<file path="src/rtl/sric_consts.vh">
// Purpose: constants for the reset and interrupt control block
// Assumes: one 100 MHz clock, crystal edge arrives as a one-cycle enable
// Notes:   register offsets are byte addresses on a 32-bit apb bus
// Overview of operation
// watchdog disabled combinationally by high test voltage in monitor mode
// illegal opcode sets its status flag and starts internal reset
// stop with stop-enable option 0 counts as illegal opcode
// every internal reset drives the reset pin low
// only opcode fetches from unmapped addresses cause illegal-address reset
// low-voltage reset holds pin low 4096 cycles, releases cpu 64 later
// monitor-entry reset input triggers an internal reset
// prescale counter is 13 bits, advancing on crystal falling edge
// prescale counter overflow clocks the watchdog counter
// stop instruction clears the prescale counter
// stop recovery waits 32 crystal cycles if short option, else 4096
// pin reset leaves prescale counter alone; counter free-runs after reset
// requests are latched, arbitrated, result is a registered vector select
// a latched interrupt is not displaced until serviced or mask cleared; code instead drops a latched hardware request when the mask is set
// hardware interrupts are evaluated only at instruction end
// processing needs mask clear and source enable, else next instruction
// highest priority pending request is serviced first
// interrupt entry does not stack the high index register
// software interrupt is taken even with the mask set
// software interrupt stacks pc, hardware interrupt stacks pc minus one
// priority: reset, software interrupt, then flags 1 to 16
// status flags read pending requests; unused bits zero; writes ignored
// all reset sources share highest priority, no arbitration; code ranks low-voltage reset first, then internal sources
// vector select is registered at latching and held through the fetch
`ifndef SRIC_CONSTS_VH
`define SRIC_CONSTS_VH
`define SRIC_CNT_W        13
`define SRIC_CNT_ZERO     13'h0000
`define SRIC_CNT_MAX      13'h1fff
`define SRIC_LONG_CYC     13'h1000
`define SRIC_SHORT_CYC    13'h0020
`define SRIC_TAIL_CYC     13'h0040
`define SRIC_PIN_CYC      13'h0020
`define SRIC_NSRC         16
`define SRIC_VEC_W        5
`define SRIC_VEC_NONE     5'h00
`define SRIC_VEC_SWI      5'h01
`define SRIC_OFS_RSTAT    32'h0000_0000
`define SRIC_OFS_INTSTAT  32'h0000_0004
`define SRIC_OFS_INTEN    32'h0000_0008
`define SRIC_OFS_CONFIG   32'h0000_000c
`define SRIC_OFS_CTRL     32'h0000_0010
`define SRIC_RS_ILLEGAL_OPCODE_FLAG      0
`define SRIC_RS_ILLEGAL_ADDRESS_FLAG      1
`define SRIC_RS_LVR       2
`define SRIC_RS_MOD       3
`define SRIC_RS_PIN       4
`define SRIC_CFG_STOPEN   0
`define SRIC_CFG_SHORT_STOP_RECOVERY_OPTION    1
`define SRIC_CTRL_SVC     0
`endif

</file>
<file path="src/rtl/sric_prio.v">
// Purpose: fixed-priority encoder for the sixteen maskable sources
// Assumes: bit 0 is flag 1, the highest maskable priority
// Notes:   purely combinational; caller registers the result
`timescale 1ns/1ns
`include "sric_consts.vh"
module sric_prio (
    input  wire [15:0] req,
    output reg  [4:0]  vec,
    output reg         any
);
    integer i;
    // scan from lowest to highest so the highest pending wins
    always @* begin
        vec = `SRIC_VEC_NONE;
        any = 1'b0;
        for (i = `SRIC_NSRC - 1; i >= 0; i = i - 1) begin
            if (req[i]) begin
                vec = i[4:0] + 5'h02;
                any = 1'b1;
            end
        end
    end
endmodule // sric_prio

</file>
<file path="src/rtl/sric_top.v">
// Purpose: reset sources, prescale counter and interrupt latch/arbitration
// Assumes: xclk_fall is a one-cycle enable at each crystal falling edge
// Notes:   vector 1 is software interrupt, 2..17 are flags 1..16
//
// Local design decisions: the address map and the APB slave port.
`timescale 1ns/1ns
`include "sric_consts.vh"
module sric_top (
    input  wire        ref_clk,
    input  wire        rst,
    // apb slave
    input  wire        psel,
    input  wire        penable,
    input  wire        pwrite,
    input  wire [31:0] paddr,
    input  wire [31:0] pwdata,
    output wire        pready,
    output reg  [31:0] prdata,
    output wire        pslverr,
    // crystal and external conditions
    input  wire        xclk_fall,
    input  wire        monitor_mode,
    input  wire        reset_pin_vtst,
    input  wire        irq_pin_vtst,
    input  wire        reset_pin_in_n,
    input  wire        low_voltage_reset,
    input  wire        monitor_entry_reset,
    // cpu side
    input  wire        illegal_opcode,
    input  wire        stop_exec,
    input  wire        bus_access,
    input  wire        opcode_fetch,
    input  wire        addr_unmapped,
    input  wire        instr_done,
    input  wire        cpu_mask,
    input  wire        swi_exec,
    input  wire        stop_wake,
    input  wire [15:0] int_req,
    input  wire        vec_fetch_done,
    // outputs
    output wire        watchdog_disable,
    output wire        watchdog_tick,
    output reg         reset_pin_out,
    output reg         reset_pin_oe,
    output reg         cpu_reset,
    output reg         stop_active,
    output reg         clocks_enable,
    output reg         int_take,
    output reg  [4:0]  vec_sel,
    output reg         stack_pc_minus1,
    output wire        stack_high_index
);
    // one-hot sequencer states; only run accepts a new reset source, so
    // a burst of sources cannot stretch the driven pin phase
    localparam [3:0] ST_RUN  = 4'b0001;
    localparam [3:0] ST_PIN  = 4'b0010;
    localparam [3:0] ST_TAIL = 4'b0100;
    localparam [3:0] ST_LVR  = 4'b1000;

    reg  [`SRIC_CNT_W-1:0] presc;
    reg  [`SRIC_CNT_W-1:0] seq_cnt;
    reg  [3:0]             state;
    reg  [4:0]             reset_status;
    reg  [15:0]            int_enable;
    reg  [1:0]             config_bits;
    reg                    recovering;
    reg                    latched;
    wire [4:0]             pr_vec;
    wire                   pr_any;
    wire [15:0]            gated_req;
    wire                   stop_illegal;
    wire                   illegal_opcode_flag_ev;
    wire                   illegal_address_flag_ev;
    wire                   int_src;
    wire                   bus_wr;
    wire                   bus_rd;
    wire                   stop_ok;
    wire [`SRIC_CNT_W-1:0] rec_len;

    // address match helper, used by both read and write decode
    function hit;
        input [31:0] a;
        input [31:0] ofs;
        begin
            hit = (a[7:0] == ofs[7:0]);
        end
    endfunction

    // apb: zero wait states, every access answers in its first access cycle
    assign pready  = 1'b1;
    assign pslverr = 1'b0;
    assign bus_wr  = psel & penable & pwrite;
    assign bus_rd  = psel & ~pwrite;

    // combinational gate so noise on the level cannot latch a disable
    assign watchdog_disable = monitor_mode &
                              (reset_pin_vtst | irq_pin_vtst);

    // stop with the stop-enable option clear is an illegal opcode
    assign stop_illegal = stop_exec & ~config_bits[`SRIC_CFG_STOPEN];
    assign stop_ok      = stop_exec &  config_bits[`SRIC_CFG_STOPEN];
    assign illegal_opcode_flag_ev      = illegal_opcode | stop_illegal;
    // data fetches from holes are harmless, only opcode fetches reset
    assign illegal_address_flag_ev = bus_access & opcode_fetch & addr_unmapped;
    // all internal sources are equal, no arbitration among them
    assign int_src = illegal_opcode_flag_ev | illegal_address_flag_ev | monitor_entry_reset;

    // overflow of the prescaler clocks the watchdog
    // one tick per 8192 crystal edges while the count runs free
    assign watchdog_tick = xclk_fall & (presc == `SRIC_CNT_MAX);

    // interrupt entry never stacks the high index register
    assign stack_high_index = 1'b0;

    assign rec_len = config_bits[`SRIC_CFG_SHORT_STOP_RECOVERY_OPTION] ?
                     `SRIC_SHORT_CYC : `SRIC_LONG_CYC;

    // 13-bit prescaler on crystal falling edges; pin reset leaves it alone
    // internal resets restart it so reset and stop timing start from zero
    always @(posedge ref_clk) begin
        if (rst) begin
            presc <= `SRIC_CNT_ZERO;
        end else if (stop_ok) begin
            presc <= `SRIC_CNT_ZERO;
        end else if (int_src | low_voltage_reset) begin
            presc <= `SRIC_CNT_ZERO;
        end else if (stop_active & ~recovering) begin
            presc <= `SRIC_CNT_ZERO; // held clear until recovery starts
        end else if (xclk_fall) begin
            presc <= presc + 13'h0001;
        end
    end

    // stop entry and recovery timing
    // clocks stay off from the stop edge until the recovery count is done
    always @(posedge ref_clk) begin
        if (rst) begin
            stop_active   <= 1'b0;
            recovering    <= 1'b0;
            clocks_enable <= 1'b1;
        end else if (stop_ok) begin
            stop_active   <= 1'b1;
            recovering    <= 1'b0;
            clocks_enable <= 1'b0;
        end else if (stop_active & ~recovering & stop_wake) begin
            recovering <= 1'b1;
        end else if (recovering & xclk_fall &
                     (presc == rec_len - 13'h0001)) begin
            stop_active   <= 1'b0;
            recovering    <= 1'b0;
            clocks_enable <= 1'b1;
        end
    end

    // reset sequencer: pin low phase then held internal reset tail
    // sources seen while a sequence runs set their flags and clear the prescaler; a fresh
    // sequence would lengthen the pulse seen by external peripherals
    always @(posedge ref_clk) begin
        if (rst) begin
            state         <= ST_RUN;
            seq_cnt       <= `SRIC_CNT_ZERO;
            reset_pin_out <= 1'b1;
            reset_pin_oe  <= 1'b0;
            cpu_reset     <= 1'b0;
        end else begin
            case (state)
            ST_RUN: begin
                if (low_voltage_reset) begin
                    state         <= ST_LVR;
                    seq_cnt       <= `SRIC_CNT_ZERO;
                    reset_pin_out <= 1'b0;
                    reset_pin_oe  <= 1'b1;
                    cpu_reset     <= 1'b1;
                end else if (int_src) begin
                    state         <= ST_PIN;
                    seq_cnt       <= `SRIC_CNT_ZERO;
                    reset_pin_out <= 1'b0;
                    reset_pin_oe  <= 1'b1;
                    cpu_reset     <= 1'b1;
                end else begin
                    cpu_reset <= ~reset_pin_in_n; // pin reset halts cpu
                end
            end
            ST_LVR: begin
                if (xclk_fall) begin
                    if (seq_cnt == `SRIC_LONG_CYC - 13'h0001) begin
                        state   <= ST_TAIL;
                        seq_cnt <= `SRIC_CNT_ZERO;
                        reset_pin_oe  <= 1'b0;
                        reset_pin_out <= 1'b1;
                    end else begin
                        seq_cnt <= seq_cnt + 13'h0001;
                    end
                end
            end
            ST_PIN: begin
                if (xclk_fall) begin
                    if (seq_cnt == `SRIC_PIN_CYC - 13'h0001) begin
                        state   <= ST_TAIL;
                        seq_cnt <= `SRIC_CNT_ZERO;
                        reset_pin_oe  <= 1'b0;
                        reset_pin_out <= 1'b1;
                    end else begin
                        seq_cnt <= seq_cnt + 13'h0001;
                    end
                end
            end
            ST_TAIL: begin
                // lvr tail is 64 cycles; the short path shares it
                if (xclk_fall) begin
                    if (seq_cnt == `SRIC_TAIL_CYC - 13'h0001) begin
                        state     <= ST_RUN;
                        cpu_reset <= 1'b0;
                    end else begin
                        seq_cnt <= seq_cnt + 13'h0001;
                    end
                end
            end
            default: begin
                state <= ST_RUN;
            end
            endcase
        end
    end

    // reset status flags: set wins over a software clear
    // a flag raised in the cycle of its clear must not be lost
    always @(posedge ref_clk) begin
        if (rst) begin
            reset_status <= 5'h00;
        end else begin
            if (bus_wr & hit(paddr, `SRIC_OFS_RSTAT)) begin
                reset_status <= reset_status & ~pwdata[4:0];
            end
            if (illegal_opcode_flag_ev) begin
                reset_status[`SRIC_RS_ILLEGAL_OPCODE_FLAG] <= 1'b1;
            end
            if (illegal_address_flag_ev) begin
                reset_status[`SRIC_RS_ILLEGAL_ADDRESS_FLAG] <= 1'b1;
            end
            if (low_voltage_reset) begin
                reset_status[`SRIC_RS_LVR] <= 1'b1;
            end
            if (monitor_entry_reset) begin
                reset_status[`SRIC_RS_MOD] <= 1'b1;
            end
            if (~reset_pin_in_n & ~reset_pin_oe) begin
                reset_status[`SRIC_RS_PIN] <= 1'b1;
            end
        end
    end

    // software-writable enables and option bits
    // config wakes with stop enabled and the long, crystal-safe recovery
    always @(posedge ref_clk) begin
        if (rst) begin
            int_enable  <= 16'h0000;
            config_bits <= 2'h1;
        end else if (bus_wr) begin
            if (hit(paddr, `SRIC_OFS_INTEN)) begin
                int_enable <= pwdata[15:0];
            end
            if (hit(paddr, `SRIC_OFS_CONFIG)) begin
                config_bits <= pwdata[1:0];
            end
        end
    end

    // only enabled sources take part in arbitration
    // disabled sources still show in the status register for debugging
    assign gated_req = int_req & int_enable;

    sric_prio u_prio (
        .req (gated_req),
        .vec (pr_vec),
        .any (pr_any)
    );

    // latch at instruction end; hold vector until serviced or, for a hardware request, the mask is set
    always @(posedge ref_clk) begin
        if (rst | cpu_reset) begin
            latched         <= 1'b0;
            int_take        <= 1'b0;
            vec_sel         <= `SRIC_VEC_NONE;
            stack_pc_minus1 <= 1'b0;
        end else begin
            int_take <= 1'b0;
            if (latched) begin
                // nothing displaces the latched request; a hardware one
                // is dropped if the mask is set again before its fetch
                if (vec_fetch_done | (cpu_mask & stack_pc_minus1 &
                    (vec_sel != `SRIC_VEC_SWI))) begin
                    latched <= 1'b0;
                end
            end else if (instr_done) begin
                if (swi_exec) begin
                    latched         <= 1'b1;
                    int_take        <= 1'b1;
                    vec_sel         <= `SRIC_VEC_SWI;
                    stack_pc_minus1 <= 1'b0;
                end else if (~cpu_mask & pr_any) begin
                    latched         <= 1'b1;
                    int_take        <= 1'b1;
                    vec_sel         <= pr_vec;
                    stack_pc_minus1 <= 1'b1;
                end
            end
        end
    end

    // read mux; status flags mirror pending requests, writes ignored
    // loaded in the setup cycle so the access cycle can finish at once
    always @(posedge ref_clk) begin
        if (rst) begin
            prdata <= 32'h0000_0000;
        end else if (bus_rd & ~penable) begin
            if (hit(paddr, `SRIC_OFS_RSTAT)) begin
                prdata <= {27'h0000000, reset_status};
            end else if (hit(paddr, `SRIC_OFS_INTSTAT)) begin
                prdata <= {16'h0000, int_req};
            end else if (hit(paddr, `SRIC_OFS_INTEN)) begin
                prdata <= {16'h0000, int_enable};
            end else if (hit(paddr, `SRIC_OFS_CONFIG)) begin
                prdata <= {30'h00000000, config_bits};
            end else if (hit(paddr, `SRIC_OFS_CTRL)) begin
                prdata <= {29'h00000000, latched, stop_active,
                           cpu_reset};
            end else begin
                prdata <= 32'h0000_0000;
            end
        end
    end
endmodule // sric_top

</file>
<file path="config.mk">
export PLATFORM = sky130hd
export DESIGN_NAME = sric_top
export DESIGN_NICKNAME = d
export VERILOG_FILES = /design/src/rtl/sric_prio.v /design/src/rtl/sric_top.v
export VERILOG_INCLUDE_DIRS = /design/src /design/src/rtl
export SDC_FILE = /design/constraint.sdc
export NUM_CORES = 1
export LEC_CHECK = 0
export BUFFER_PORTS_ARGS = -buffer_cell sky130_fd_sc_hd__buf_2
export CORE_MARGIN = 8
export CORE_UTILIZATION = 40
export DETAILED_ROUTE_END_ITERATION = 6
export PLACE_DENSITY = 0.66
export SYNTH_ARGS = -nofsm -noshare
export SYNTH_HDL_FRONTEND = slang
export SYNTH_SLANG_ARGS = --single-unit
</file>
<file path="constraint.sdc">
create_clock -name ref_clk -period 3.1 [get_ports ref_clk]
set_clock_uncertainty 0.05 [all_clocks]
set_input_delay 0 -clock ref_clk [delete_from_list [all_inputs] [get_ports ref_clk]]
set_output_delay 0 -clock ref_clk [all_outputs]
set_load 0.005 [all_outputs]
</file>
# Yosys cells after proc, flatten, opt, wreduce, memory -nomap -nowiden
# Cells that the tools add are included.
dict set report totals {
  elab_cells 204
  inputBits 102
  output_inout_bits 49
  ff_bits 99
}
dict set report classes {
  addsub 3
  bitwise 37
  muxes 97
  eq_ne 23
  n_reduce_logical 23
}
# op n
set ops {}
lappend ops {{$mux W13} 9}
lappend ops {{$mux W5} 19}
lappend ops {{$pmux W13 S4} 1}
lappend ops {{$mux W1} 51}
lappend ops {{$mux W16} 3}
lappend ops {{$mux W4} 8}
lappend ops {{$add A13 B1 Y13 const B} 2}
lappend ops {{$and A1 B1 Y1} 19}
lappend ops {{$reduce_bool A2 Y1} 9}
lappend ops {{$and A16 B16 Y16} 1}
lappend ops {{$eq A8 B4 Y1 const B} 2}
lappend ops {{$ne A2 B2 Y1 const B} 8}
lappend ops {{$pmux W4 S4} 1}
lappend ops {{$eq A13 B12 Y1 const B} 1}
lappend ops {{$eq A13 B13 Y1} 1}
lappend ops {{$eq A13 B13 Y1 const B} 1}
lappend ops {{$eq A13 B5 Y1 const B} 1}
lappend ops {{$eq A13 B6 Y1 const B} 1}
lappend ops {{$sub A13 B1 Y13 const B} 1}
lappend ops {{$reduce_and A6 Y1} 2}
lappend ops {{$eq A8 B3 Y1 const B} 1}
lappend ops {{$eq A8 B5 Y1 const B} 1}
lappend ops {{$logic_not A8 Y1} 1}
lappend ops {{$not A1 Y1} 8}
lappend ops {{other kinds (19)} 31}

# Depth between registers and ports, before layout
# Gate-level depths: netlist of the first run.
dict set report logic_depth {
  depth_word 22
  ltp_mapped 9
  mapped_depth_nobuf 7
}

# By module
# Synthesis of the first run repeated with hierarchy kept, for this count alone.
dict set report hier_totals {
  cells_unflattened 548
  hier_area_um2 4511.8
}
# module cells_each area_per_inst_um2 seq_area_each_um2 instances
set by_module_without_submodules {}
lappend by_module_without_submodules {sric_top 517 4324.1 1661.6 1}
lappend by_module_without_submodules {sric_prio 31 187.7 0.0 1}

# Worst setup path before layout of the first run
# Ideal clock, no wire load.
dict set report synth_path {
  kind {reg2reg}
  startpoint {register seq_cnt[0]}
  endpoint {register reset_pin_out}
  path_buffers 0
  path_stages_with_launch 8
  required_ns 2.930
  arrival_ns 2.029
  setup_slack_ns 0.902
  setup_time_ns 0.120
  synth_period_minus_slack_ns 2.198
  path_cell_list {dfxtp_1 ha_1 nand4_1 or4_1 a41oi_2 and2_1 nand2_1 a211o_1}
}
dict set report synth_between {
  elab_chain_len 3
  word_cells_on_any_way 5
  classes_between {eq/ne (4); reduce/logical (1)}
}
# element line_no
set synth_rtl {}
lappend synth_rtl {{start: declaration} sric_top.v:61} ;# reg [`SRIC_CNT_W-1:0] seq_cnt;
lappend synth_rtl {{start signal: assignment} sric_top.v:161} ;# seq_cnt <= `SRIC_CNT_ZERO;
lappend synth_rtl {{start signal: assignment} sric_top.v:170} ;# seq_cnt <= `SRIC_CNT_ZERO;
lappend synth_rtl {{start signal: assignment} sric_top.v:176} ;# seq_cnt <= `SRIC_CNT_ZERO;
lappend synth_rtl {{$eq A13 B5 Y1 / $eq A13 B12 Y1 (equally long branches)} {sric_top.v:198, sric_top.v:186}}
lappend synth_rtl {{$ne A2 B2 Y1 (no source line)} --}
lappend synth_rtl {{$reduce_and A6 Y1 (no source line) (*)} --}
lappend synth_rtl {{end signal: assignment} sric_top.v:177} ;# reset_pin_out <= 1'b0;
lappend synth_rtl {{end signal: assignment} sric_top.v:190} ;# reset_pin_out <= 1'b1;
lappend synth_rtl {{end signal: assignment} sric_top.v:202} ;# reset_pin_out <= 1'b1;
lappend synth_rtl {{end: declaration} sric_top.v:43} ;# output reg reset_pin_out,
# Every way passes the cells marked *; elsewhere a longest branch is shown, timed or not.
# A chain may end at the register's enable or synchronous reset.

# Worst setup path in the final report of the first run
dict set report layout_path {
  startpoint {register seq_cnt[0]}
  endpoint {register seq_cnt[8]}
}
dict set report layout_between {
  elab_chain_len 4
  word_cells_on_any_way 13
  classes_between {add/sub (1); eq/ne (4); mux (7); reduce/logical (1)}
}
# element line_no
set layout_rtl {}
lappend layout_rtl {{$add A13 B1 Y13, or another cell as far along} {sric_top.v:192, sric_top.v:204, sric_top.v:215}}
lappend layout_rtl {{$mux W13, on equally long branches} {sric_top.v:211, sric_top.v:186, sric_top.v:198}}
lappend layout_rtl {{$mux W13, on equally long branches} {sric_top.v:210, sric_top.v:185, sric_top.v:197}}
lappend layout_rtl {{$pmux W13 S4} sric_top.v:166} ;# case (state)
# Several ways; a longest one is shown, not always the timed one. The select of a mux whose other input is x is not followed.

==> results.md, run 1 <==
- Outcome: completed
- Initial antenna violation count: 2
- # fillers: about 1.0k
- Die Footprint: between 10000 and 15000 um^2
- WL final: roughly 12 mm
- Placer Congestion: approximately 0.9
- Count of different cell masters after synthesis: between 60 and 70
- Crit Path Class: reg2reg
- Max IR drop VDD: slightly above 200 uV
- Post-CTS Setup Inserts: 0
- Required @ worst endpoint: roughly 3.3 ns
- Tmin final: about 2.6 ns
- # placed instances: roughly 750
- Via count: 4313
- YS warnings: 0
- Pwr dens: just under 500 nW/um^2
- Critical path arrival: roughly 2.8 ns
- Core Util, Final: between 50% and 60%
- Worst-Margin Slew: about 0.67 ns
- Sequential fraction of design power: 46.4%
- Post-synthesis sequential area ratio: between 30% and 40%
- Max-cap violations: 0
- Starting Density: between 40% and 50%
- Slew headroom: a little under three fifths
- Global-route wire length before repair: approximately 20 mm
- TritonCTS clock tree: yes
- Core area: 10700 um^2
- Reg2Reg Launch Point: seq_cnt[0]
- Mean Syn Cell Area: 7.91 um^2
- Rows: 38
- Hold Path End: prdata[7]
- Layout cell share with drive strength beyond 1: about a fifth
- Element type at the critical path start: register
- HPWL after detailed placement: between 9 and 10 mm
- Final setup TNS: 0 ns
- Vias in the first global route: ~4.1k
- Post-DRT Antenna Nets: 0
- Yosys reg bits: 83
- RSZ-0062 raised after global routing: no
- Layout area overhead: 23.8%
- Syn Inst Count: around 540
- # IOs: 151
- 1st-pass router iterations: 5
- Slew Limit Fails: 0
- Comb pwr share: between 20% and 30%
- Residual DRC: 0
- Leading area contributor after synthesis: dfxtp_1
- WL/cell: 15.3 um
- H-tree levels: 3
- Reg2reg setup slack: between 0.4 and 0.5 ns
- Horiz. Die Dim: around 120 um
- Largest net degree at the start of global routing: 37
- Async S/R FF share, synth: 0%
- CTS Hold Buffers Added: 33
- CTS root buffer: clkbuf_8
- R2r endpoint: seq_cnt[8]
- Initial drt markers: 274
- Internal power: approximately 1.8 mW
- Clk slew on worst S/H paths: about 0.09 ns
- R2R cell count: 7
- GRT overflow: 0
- Clock power frac: between 30% and 40%
- HP Class: in2reg
- Final setup vio count: 0
- Worst hold start: int_req[7]
- Mapped Area: between 4000 and 5000 um^2
- Worst setup EP type: register
- CP Max Fanout: 7
- Sw Pwr: 0.777 mW
- Hold path cells: 3
- Via-to-Cell Ratio: ~5.4
- Layout Nets: between 700 and 800
- FMAX: about 0.38 GHz
- CTS buffer count: 9
- Area post-placement: approximately 4800 um^2
- Top cell type's share of synthesized area: slightly below 40%
- Largest cells by area after synthesis: dfxtp_1, nand2_1, a21oi_1, nor2_1, buf_4
- Sw frac: between 30% and 40%
- I/O Buffers: 91
- GRT Total Usage: between 10% and 20%
- Post-CTS sizing: 0
- Static Leak: about 2 nW
- EDFF count, synth: 0
- Non-filler instance count after layout: approximately 800
- Design area: 5330 um^2
- Overall die height: roughly 120 um
- Worst-skew pair later-pin latency: roughly 0.35 ns
- Ys flop type: dfxtp_1
- CTS max path bufs: 2
- Final Hold Fails: 0
- CTS sink cnt: between 80 and 90
- Final Cycle Share: between 80% and 90%
[power groups by stage]
stage | combinational, mW | sequential [mW] | clock [mW]
2_1_floorplan | 0.365 | 1.19 | 0
3_3_place_gp | 0.478 | 1.21 | 0
3_5_place_dp | 0.489 | 1.22 | 0
4_1_cts | 0.523 | 1.19 | 0.871
5_1_grt | 0.584 | 1.21 | 0.932
6_report | 0.525 | 1.19 | 0.857
[through the flow]
step	setup WS (ns)	hold WS [ns]	power [mW]
2_1_floorplan	0.902	0.0399	1.55
3_3_place_gp	0.572	0.179	1.69
3_5_place_dp	0.538	0.190	1.71
4_1_cts	0.529	0.00555	2.59
5_1_grt	0.303	0.0122	2.72
6_report	0.483	0.0147	2.58
[sequential cells by signal, indices dropped and copies added, names as in the netlist]
| register | flops |
|---|---|
| clocks_enable | 1 |
| config_bits | 2 |
| cpu_reset | 1 |
| int_enable | 16 |
| int_take | 1 |
| latched | 1 |
| prdata | 16 |
| presc | 13 |
| recovering | 1 |
| reset_pin_oe | 1 |
| reset_pin_out | 1 |
| reset_status | 5 |
| seq_cnt | 13 |
| stack_pc_minus1 | 1 |
| state | 4 |
| stop_active | 1 |
| vec_sel | 5 |
[per-layer routing]
layer  vias to the layer above  track usage (%)  wire length [um]
li1                       2151                -                 -
met1                      2004             23.3              5770
met2                       137             25.8              5440
met3                        19             4.13               769
met4                         2             6.09               235
met5                         -                0                 8
[final cells by class]
class	instances	area, um^2	area share (%)
Antenna cell	1	2.50	0.0470
Sequential cell	83	1660	31.2
Clock inverter	6	90.1	1.69
Clock buffer	10	128	2.40
Timing Repair Buffer	130	831	15.6
Tap cell	140	175	3.29
Multi-Input combinational cell	418	2400	45.1
Inverter	10	37.5	0.705
[worst max-delay path: stages (launching register included)]
cell and delay, ns:
dfxtp_1 0.40, ha_1 0.25, nand4_1 0.12, or4_1 0.59, a41oi_2 0.39, a21oi_1 0.27, nand2_1 0.29, o32ai_1 0.12
[synthesized netlist by cell type (2+ instances only)]
master and number:
nor2_1 57, o31ai_1 4, nand2b_1 10, buf_2 8, or4_1 5, xor2_1 9, dfxtp_1 83, buf_4 19
a21oi_2 2, o211ai_1 6, o21a_1 2, mux2i_1 3, o22ai_1 7, a21oi_1 48, a2111oi_0 2, and3_1 6
nor3_1 7, nand2_1 78, a22o_1 5, nand3_1 20, nor2b_1 4, or3b_2 2, clkbuf_1 18, nor3b_1 2
nor4b_1 3, a221oi_1 5, a32o_1 3, a211oi_1 16, inv_1 9, a22oi_1 17, a31oi_1 3, clkbuf_2 3
xnor2_1 4, nand4_1 13, nand3b_1 4, and2_1 3, o21ai_0 15, ha_1 2, nor4_1 5, nor4b_2 3
buf_1 2, and4_1 5, conb_1 2, or3_1 3
[cells by family after synthesis]
kind of cell | share of synthesized area, %
and+or+nand+nor | 27.8
AOI/OAI and AO/OA | 22.0
DFF | 38.6
buffers and inverters | 7.21
xor gates and xnor gates | 2.65
muxes | 0.959
adders and majority gates | 0.581
other | 0.174
[placed cells by master (no fill, tap or decap), types with 6 or more instances in the layout]
cell	n
nand4_1	13
a22oi_1	17
nor3_1	7
a21oi_1	48
o21ai_0	15
inv_1	9
a211oi_1	16
dlygate4sd3_1	33
o22ai_1	7
conb_1	19
clkbuf_8	9
nor2_1	57
buf_2	91
nand2b_1	10
and3_1	6
buf_4	6
nand2_1	78
o211ai_1	6
dfxtp_1	83
nand3_1	20
xor2_1	9
[worst max-delay path by stage]
stage,start,to,slack [ns],cells after the start
detailed placement,seq_cnt[0],seq_cnt[5],0.54,7
global route,seq_cnt[0],seq_cnt[5],0.30,7
floorplan,seq_cnt[0],reset_pin_out,0.90,7
CTS,seq_cnt[0],seq_cnt[2],0.53,7
global placement,seq_cnt[0],seq_cnt[2],0.57,7
finish,seq_cnt[0],seq_cnt[8],0.48,7
No activity file was read; power rests on OpenSTA's default activity.
==> run 2: changes to the inputs <==
--- a/config.mk
+++ b/config.mk
@@ -6,6 +6,7 @@
 export SDC_FILE = /design/constraint.sdc
 export NUM_CORES = 1
 export LEC_CHECK = 0
+export ABC_AREA = 1
 export BUFFER_PORTS_ARGS = -buffer_cell sky130_fd_sc_hd__buf_2
 export CORE_MARGIN = 8
 export CORE_UTILIZATION = 40
==> constraint.sdc (replaced) <==
create_clock -name ref_clk -period 2.7 [get_ports ref_clk]
set_clock_uncertainty 0.05 [all_clocks]
set_input_delay 0 -clock ref_clk [delete_from_list [all_inputs] [get_ports ref_clk]]
set_output_delay 0 -clock ref_clk [all_outputs]
set_load 0.005 [all_outputs]
==> run 2 against run 1 <==
Effect of this change: largest power group unchanged; critical endpoint is now stack_pc_minus1; fmax increased by 21%; sequential cell count unchanged; area after synthesis decreased by 0.38%; synthesized cell count increased by 12%.
==> results.md, run 2 <==
- Crit Path Class: reg2reg (unchanged)
- Critical Path Start: int_enable[5] (was seq_cnt[0])
- CTS buffer count: 9 (unchanged)
- Final setup TNS: 0 ns (unchanged)
- Layout Nets: 851 (was 756)
- Worst-Margin Slew: 0.892 ns (was 0.673 ns)
- Largest regs: int_enable x16, prdata x16 (unchanged)
- Mapped Area: 4290 um^2 (was 4300 um^2)
- Yosys reg bits: 83 (unchanged)
- CTS sink cnt: 83 (unchanged)
- CP Max Fanout: 3 (was 7)
- Critical path arrival: 2.36 ns (was 2.79 ns)
- Sw frac: 35.8% (was 30.1%)
- Required @ worst endpoint: 2.89 ns (was 3.28 ns)
- Core area: 10700 um^2 (unchanged)
- Slew headroom: 40.4% (was 55.1%)
- Global-route wire length before repair: 20.0 mm (was 20.4 mm)
- 1st-pass router iterations: 5 (unchanged)
- Sequential fraction of design power: 43.6% (was 46.4%)
- Max IR drop VDD: 294 uV (was 207 uV)
- GRT overflow: 0 (unchanged)
- HPWL after detailed placement: 8.77 mm (was 9.16 mm)
- Residual DRC: 0 (unchanged)
- Post-synthesis sequential area ratio: 38.8% (was 38.6%)
- Non-filler instance count after layout: 892 (was 798)
- Internal power: 1.99 mW (was 1.80 mW)
- Layout cell share with drive strength beyond 1: 20.2% (was 19.3%)
- Pwr dens: 566 nW/um^2 (was 484 nW/um^2)
- Static Leak: 2.37 nW (was 2.01 nW)
- Comb pwr share: 29.0% (was 20.4%)
- Via count: 4461 (was 4313)
- # fillers: 1052 (was 1039)
- Initial antenna violation count: 0 (was 2)
- EDFF count, synth: 0 (unchanged)
- RSZ-0062 raised after global routing: no (unchanged)
- HP Class: in2reg (unchanged)
- GRT Total Usage: 16.9% (was 17.1%)
- H-tree levels: 3 (unchanged)
- Synth top cells by count: nand2_1, dfxtp_1, a21oi_1 (was dfxtp_1, nand2_1, nor2_1)
- Via-to-Cell Ratio: 5.00 (was 5.40)
- Final setup vio count: 0 (unchanged)
- Element type at the critical path start: register (unchanged)
- CTS max path bufs: 2 (unchanged)
- Final Cycle Share: 80.4% (was 84.4%)
- Vias in the first global route: 4251 (was 4146)
- Die Footprint: 14300 um^2 (about the same)
- Antenna cells: 0 (was 1)
- Crit path top cell by count: nand2_1
- Leading area contributor after synthesis: dfxtp_1 (unchanged)
- Worst setup EP type: register (unchanged)
- Clk slew on worst S/H paths: 0.09 ns (about the same)
- WL/cell: 13.5 um (was 15.3 um)
- Reg2Reg Launch Point: int_enable[5] (was seq_cnt[0])
- Ys flop type: dfxtp_1 (unchanged)
- I/O Buffers: 91 (unchanged)
- WL final: 12.0 mm (was 12.2 mm)
- Worst-skew pair later-pin latency: 0.36 ns (was 0.35 ns)
- Clock power frac: 27.4% (was 33.3%)
- FMAX: 0.461 GHz (was 0.382 GHz)
- Most common cell after layout, fill and taps aside: nand2_1 (was buf_2)
- Layout area overhead: 27.8% (was 23.8%)
- # placed instances: 828 (was 748)
- Async S/R FF share, synth: 0% (unchanged)
- YS warnings: 0 (unchanged)
- Outcome: completed (unchanged)
- Syn Inst Count: 610 (was 544)
- Overall die height: 120 um (about the same)
- Initial drt markers: 258 (was 274)
- Tmin final: 2.17 ns (was 2.62 ns)
- Final Hold Fails: 0 (unchanged)
- Largest cells by area after synthesis: dfxtp_1, nand2_1, a21oi_1, o21ai_0, inv_1 (was dfxtp_1, nand2_1, a21oi_1, nor2_1, buf_4)
- CP max stage cell: dlygate4sd3_1 (was or4_1)
- Post-DRT Antenna Nets: 0 (unchanged)
- Rows: 38 (unchanged)
- CTS root buffer: clkbuf_8 (unchanged)
- Slew Limit Fails: 0 (unchanged)
- Cell with the most instances after synthesis: nand2_1 (was dfxtp_1)
- CP peak stage delay: 0.55 ns (was 0.59 ns)
- Count of different cell masters after synthesis: 44 (was 61)
- Top cell type's share of synthesized area: 38.8% (was 38.6%)
- Largest net degree at the start of global routing: 47 (was 37)
- Sw Pwr: 1.11 mW (was 0.777 mW)
- Placer Congestion: 0.887 (was 0.876)
- Critical-path cell list: nand2_1 > nand2_1 > nor2_1 > nand2_1 > nor3_1 > o21ai_0 > nand2_1 > nor2_1 > nand2_1 > dlygate4sd3_1 > a21oi_1 (was ha_1 > nand4_1 > or4_1 > a41oi_2 > a21oi_1 > nand2_1 > o32ai_1)
- Horiz. Die Dim: 120 um (about the same)
- TritonCTS clock tree: yes (unchanged)
- Most frequent cells in the layout: nand2_1, buf_2, dfxtp_1 (was buf_2, dfxtp_1, nand2_1)
- Max-cap violations: 0 (unchanged)
- Mean Syn Cell Area: 7.03 um^2 (was 7.91 um^2)
- Starting Density: 40.3% (was 40.4%)
- # IOs: 151 (unchanged)
- Worst hold start: instr_done (was int_req[7])
run 2: cell count changes in the layout (fill, tap and decap cells not counted), moves of 15 or more:
| cell | before | now |
|---|---|---|
| a21oi_1 | 48 | 74 |
| a22oi_1 | 17 | 0 |
| dlygate4sd3_1 | 33 | 48 |
| inv_1 | 9 | 60 |
| nand2_1 | 78 | 125 |
| o21ai_0 | 15 | 50 |
run 2: layout make-up:
| type | count | area, um^2 | area share, % |
|---|---|---|---|
| clock buffers | 10 | 138 | 2.51 |
| inverters | 72 | 273 | 4.98 |
| repair buffers | 145 | 981 | 17.9 |
| flip-flops and latches | 83 | 1660 | 30.3 |
| well taps | 140 | 175 | 3.20 |
| clock inverters | 6 | 46.3 | 0.845 |
| multi-input cells | 436 | 2200 | 40.2 |
run 2: through the flow:
step / instance area, um^2 / utilization (%) / hold slack, ns / power, mW / setup WS, ns
floorplan: 4350 / - / 0.0399 / 2.03 / 0.815
global placement: 4810 / 45.2 / 0.195 / 2.20 / 0.598
detailed placement: 4810 / 45.2 / 0.189 / 2.22 / 0.562
CTS: 5480 / 51.4 / 0.0143 / 3.13 / 0.525
global route: 5480 / 51.4 / 0.0790 / 3.30 / 0.330
finish: 5480 / 51.4 / 0.0493 / 3.10 / 0.530
run 2: what timing repair did:
action / in CTS / in global routing
endpoints found under the hold margin: 53 / 0
hold buffers: 48 / 0
setup buffers: 0 / 0
resized for setup: 0 / 0
run 2: kinds of logic after synthesis:
kind of cell	synth area share, %
buf+inv	11.4
compound gates	21.1
flops	38.8
fa+ha+maj	0.584
other cells	0.175
xor+xnor	0.409
simple gates	27.6
run 2: final timing paths:
check | to | cells after the start | slack [ns]
setup reg to reg | stack_pc_minus1 | 11 | 0.53
setup / recovery | stack_pc_minus1 | 11 | 0.53
hold reg to reg | prdata[11] | 2 | 0.42
hold / removal | vec_sel[0] | 5 | 0.05
run 2: power by group through the flow:
| stage | Clock (mW) | Combinational (mW) | Sequential [mW] |
|---|---|---|---|
| 2_1_floorplan | 0 | 0.670 | 1.36 |
| 3_3_place_gp | 0 | 0.827 | 1.38 |
| 3_5_place_dp | 0 | 0.847 | 1.38 |
| 4_1_cts | 0.877 | 0.905 | 1.35 |
| 5_1_grt | 0.927 | 1.01 | 1.36 |
| 6_report | 0.850 | 0.901 | 1.35 |
run 2: per-layer routing:
layer | share of wire, % | global-route usage (%) | vias to the layer above
li1 | - | - | 2280
met1 | 45 | 21.6 | 1993
met2 | 45 | 25.7 | 159
met3 | 7.8 | 4.70 | 29
met4 | 2.5 | 8.04 | 0
met5 | 0 | 0 | -
run 2: critical path, delay by kind of cell (launching register included):
| kind | cells | cell delay (ns) |
|---|---|---|
| buf+inv | 1 | 0.55 |
| flops | 1 | 0.34 |
| compound gates | 2 | 0.19 |
| simple gates | 8 | 0.94 |
==> run 3: changes to the inputs <==
==> constraint.sdc (replaced) <==
create_clock -name ref_clk -period 2 [get_ports ref_clk]
set_clock_uncertainty 0.05 [all_clocks]
set_input_delay 0 -clock ref_clk [delete_from_list [all_inputs] [get_ports ref_clk]]
set_output_delay 0 -clock ref_clk [all_outputs]
set_load 0.005 [all_outputs]
==> run 3 against run 2 <==
Effect of this change: cell count up 1.5%; worst hold slack worse by 0.011 ns; final area is 4.1% higher; wire length rose by 4.5%; fmax up 14%; largest power group unchanged.
==> results.md, run 3 (same netlist as run 2, synthesis figures left out) <==
- CP max stage cell: dfxtp_2 (was dlygate4sd3_1)
- Outcome: completed (unchanged)
- Max-cap violations: 0 (unchanged)
- Stages on worst setup path: 14 (was 11)
- Most common cell after layout, fill and taps aside: nand2_1 (unchanged)
- Final hold slack: 0.0381 ns (was 0.0493 ns)
- Largest delay share family, worst path: simple AND/OR/NAND/NOR gates (unchanged)
- GRT overflow: 0 (unchanged)
- Slew headroom: 65.5% (was 40.4%)
- Non-filler instance count after layout: 905 (was 892)
- Met3 wire len: 725 um (was 939 um)
- Via count: 4514 (was 4461)
- Layout Nets: 865 (was 851)
- Final WS setup: 0.103 ns (was 0.530 ns)
- CTS buffer count: 9 (unchanged)
- Starting Density: 40.3% (unchanged)
- Worst-skew pair later-pin latency: 0.35 ns (was 0.36 ns)
- Static Leak: 2.51 nW (was 2.37 nW)
- TritonCTS clock tree: yes (unchanged)
- Via-to-Cell Ratio: 4.99 (was 5.00)
- Rows: 38 (unchanged)
- WL final: 12.6 mm (was 12.0 mm)
- CTS sink cnt: 83 (unchanged)
- Horiz. Die Dim: 120 um (unchanged)
- Global-route wire length before repair: 20.6 mm (was 20.0 mm)
- Layout area overhead: 32.9% (was 27.8%)
- Post-DRT Antenna Nets: 0 (unchanged)
- Final Cycle Share: 94.9% (was 80.4%)
- Design area: 5700 um^2 (was 5480 um^2)
- WP buf/inv: 4 (was 1)
- Layout cell share with drive strength beyond 1: 24.6% (was 20.2%)
- CTS max path bufs: 2 (unchanged)
- H-tree levels: 3 (unchanged)
- CP Max Fanout: 5 (was 3)
- Core area: 10700 um^2 (unchanged)
- # IOs: 151 (unchanged)
- Final Power: 4.59 mW (was 3.10 mW)
- Placer Congestion: 0.890 (was 0.887)
- Initial antenna violation count: 0 (unchanged)
- R2R cell count: 14 (was 11)
- CP peak stage delay: 0.35 ns (was 0.55 ns)
- WL/cell: 13.9 um (was 13.5 um)
- Overall die height: 120 um (unchanged)
- Tmin final: 1.90 ns (was 2.17 ns)
- I/O Buffers: 91 (unchanged)
- Clk slew on worst S/H paths: 0.08 ns (was 0.09 ns)
- Final setup vio count: 0 (unchanged)
- Most frequent cells in the layout: nand2_1, buf_2, dfxtp_1 (unchanged)
- Final Hold Fails: 0 (unchanged)
- Max layer used: met4 (unchanged)
- Core Util, Final: 53.5% (was 51.4%)
- Required @ worst endpoint: 2.25 ns (was 2.89 ns)
- Critical path arrival: 2.14 ns (was 2.36 ns)
- Slew Limit Fails: 0 (unchanged)
- Largest net degree at the start of global routing: 47 (unchanged)
- # fillers: 1017 (was 1052)
- Area post-placement: 4870 um^2 (was 4810 um^2)
- Pwr dens: 806 nW/um^2 (was 566 nW/um^2)
- Max IR drop VDD: 531 uV (was 294 uV)
- DR WL met2: 5.90 mm (was 5.38 mm)
- Met1 wire length: 5.68 mm (was 5.42 mm)
- Die Footprint: 14300 um^2 (unchanged)
- Residual DRC: 0 (unchanged)
- Final setup TNS: 0 ns (unchanged)
- Worst setup EP type: register (unchanged)
- HP Class: in2reg (unchanged)
- GRT Total Usage: 17.2% (was 16.9%)
- Critical-path cell list: inv_2 > nand2_1 > inv_1 > nand3_2 > nor3_4 > nand3_2 > nand2_4 > nor2_8 > inv_4 > nor2_4 > nor2_4 > inv_2 > a21oi_1 > o21a_1 (was nand2_1 > nand2_1 > nor2_1 > nand2_1 > nor3_1 > o21ai_0 > nand2_1 > nor2_1 > nand2_1 > dlygate4sd3_1 > a21oi_1)
- 1st-pass router iterations: 6 (was 5)
- Largest regs: int_enable x16, prdata x16 (unchanged)
- Pre-CTS setup slack: 0.0122 ns (was 0.562 ns)
- CTS root buffer: clkbuf_8 (unchanged)
- Initial drt markers: 279 (was 258)
- Element type at the critical path start: register (unchanged)
- Antenna cells: 0 (unchanged)
- Crit Path Class: reg2reg (unchanged)
- # placed instances: 836 (was 828)
- Vias in the first global route: 4398 (was 4251)
- Hold path cells: 4 (was 5)
- Worst-Margin Slew: 0.517 ns (was 0.892 ns)
- FMAX: 0.527 GHz (was 0.461 GHz)
- HPWL after detailed placement: 8.99 mm (was 8.77 mm)
[run 3: cell types whose count changed in the layout (fill, tap and decap cells not counted), moves of 4 or more]
cell | before | now
buf_4 | 6 | 22
dfxtp_1 | 83 | 76
dfxtp_2 | 0 | 5
nor2_1 | 47 | 42
nand3_1 | 24 | 20
nand3_2 | 2 | 6
nor2_2 | 4 | 8
[run 3: timing repair]
action	4_1_cts	5_1_grt
hold buffers	46	0
endpoints found under the setup margin	1	20
hold endpoints to repair	50	0
pin swaps	0	11
resized for setup	1	32
setup buffers	0	8
[run 3: report_power, final]
group / switching [mW] / total [mW] / internal, mW / leakage [nW]
logic: 0.868 / 1.51 / 0.641 / 1.74
clock network: 0.594 / 1.24 / 0.644 / 0.0991
registers: 0.0885 / 1.85 / 1.76 / 0.675
total: 1.55 / 4.59 / 3.04 / 2.51
[run 3: final cells by class]
type,instances,area [um^2],area share [%]
inverter,72,273,4.78
sequential,83,1680,29.4
clock buffer,12,155,2.72
tap,140,175,3.07
clock inverter,3,46.3,0.812
multi-input combinational,436,2290,40.3
timing repair buffer,159,1080,19.0
[run 3: final timing paths]
| kind | slack [ns] | from | endpoint |
|---|---|---|---|
| worst min register to register | 0.41 | prdata[14] | prdata[14] |
| worst min-delay path | 0.04 | rst | clocks_enable |
| worst max-delay path | 0.10 | seq_cnt[7] | seq_cnt[7] |
| worst max register to register | 0.10 | seq_cnt[7] | seq_cnt[7] |
[run 3: worst register-to-register path, cell delays in order, from the launching register on]
cell and delay [ns]:
dfxtp_2 0.35, inv_2 0.07, nand2_1 0.05, inv_1 0.09, nand3_2 0.10, nor3_4 0.24, nand3_2 0.14, nand2_4 0.10
nor2_8 0.05, inv_4 0.08, nor2_4 0.05, nor2_4 0.16, inv_2 0.06, a21oi_1 0.12, o21a_1 0.13
[run 3: layer usage]
| metal | GRT usage (%) | vias to the layer above |
|---|---|---|
| li1 | - | 2292 |
| met1 | 22.1 | 2039 |
| met2 | 27.5 | 157 |
| met3 | 3.52 | 26 |
| met4 | 7.03 | 0 |
| met5 | 0 | - |
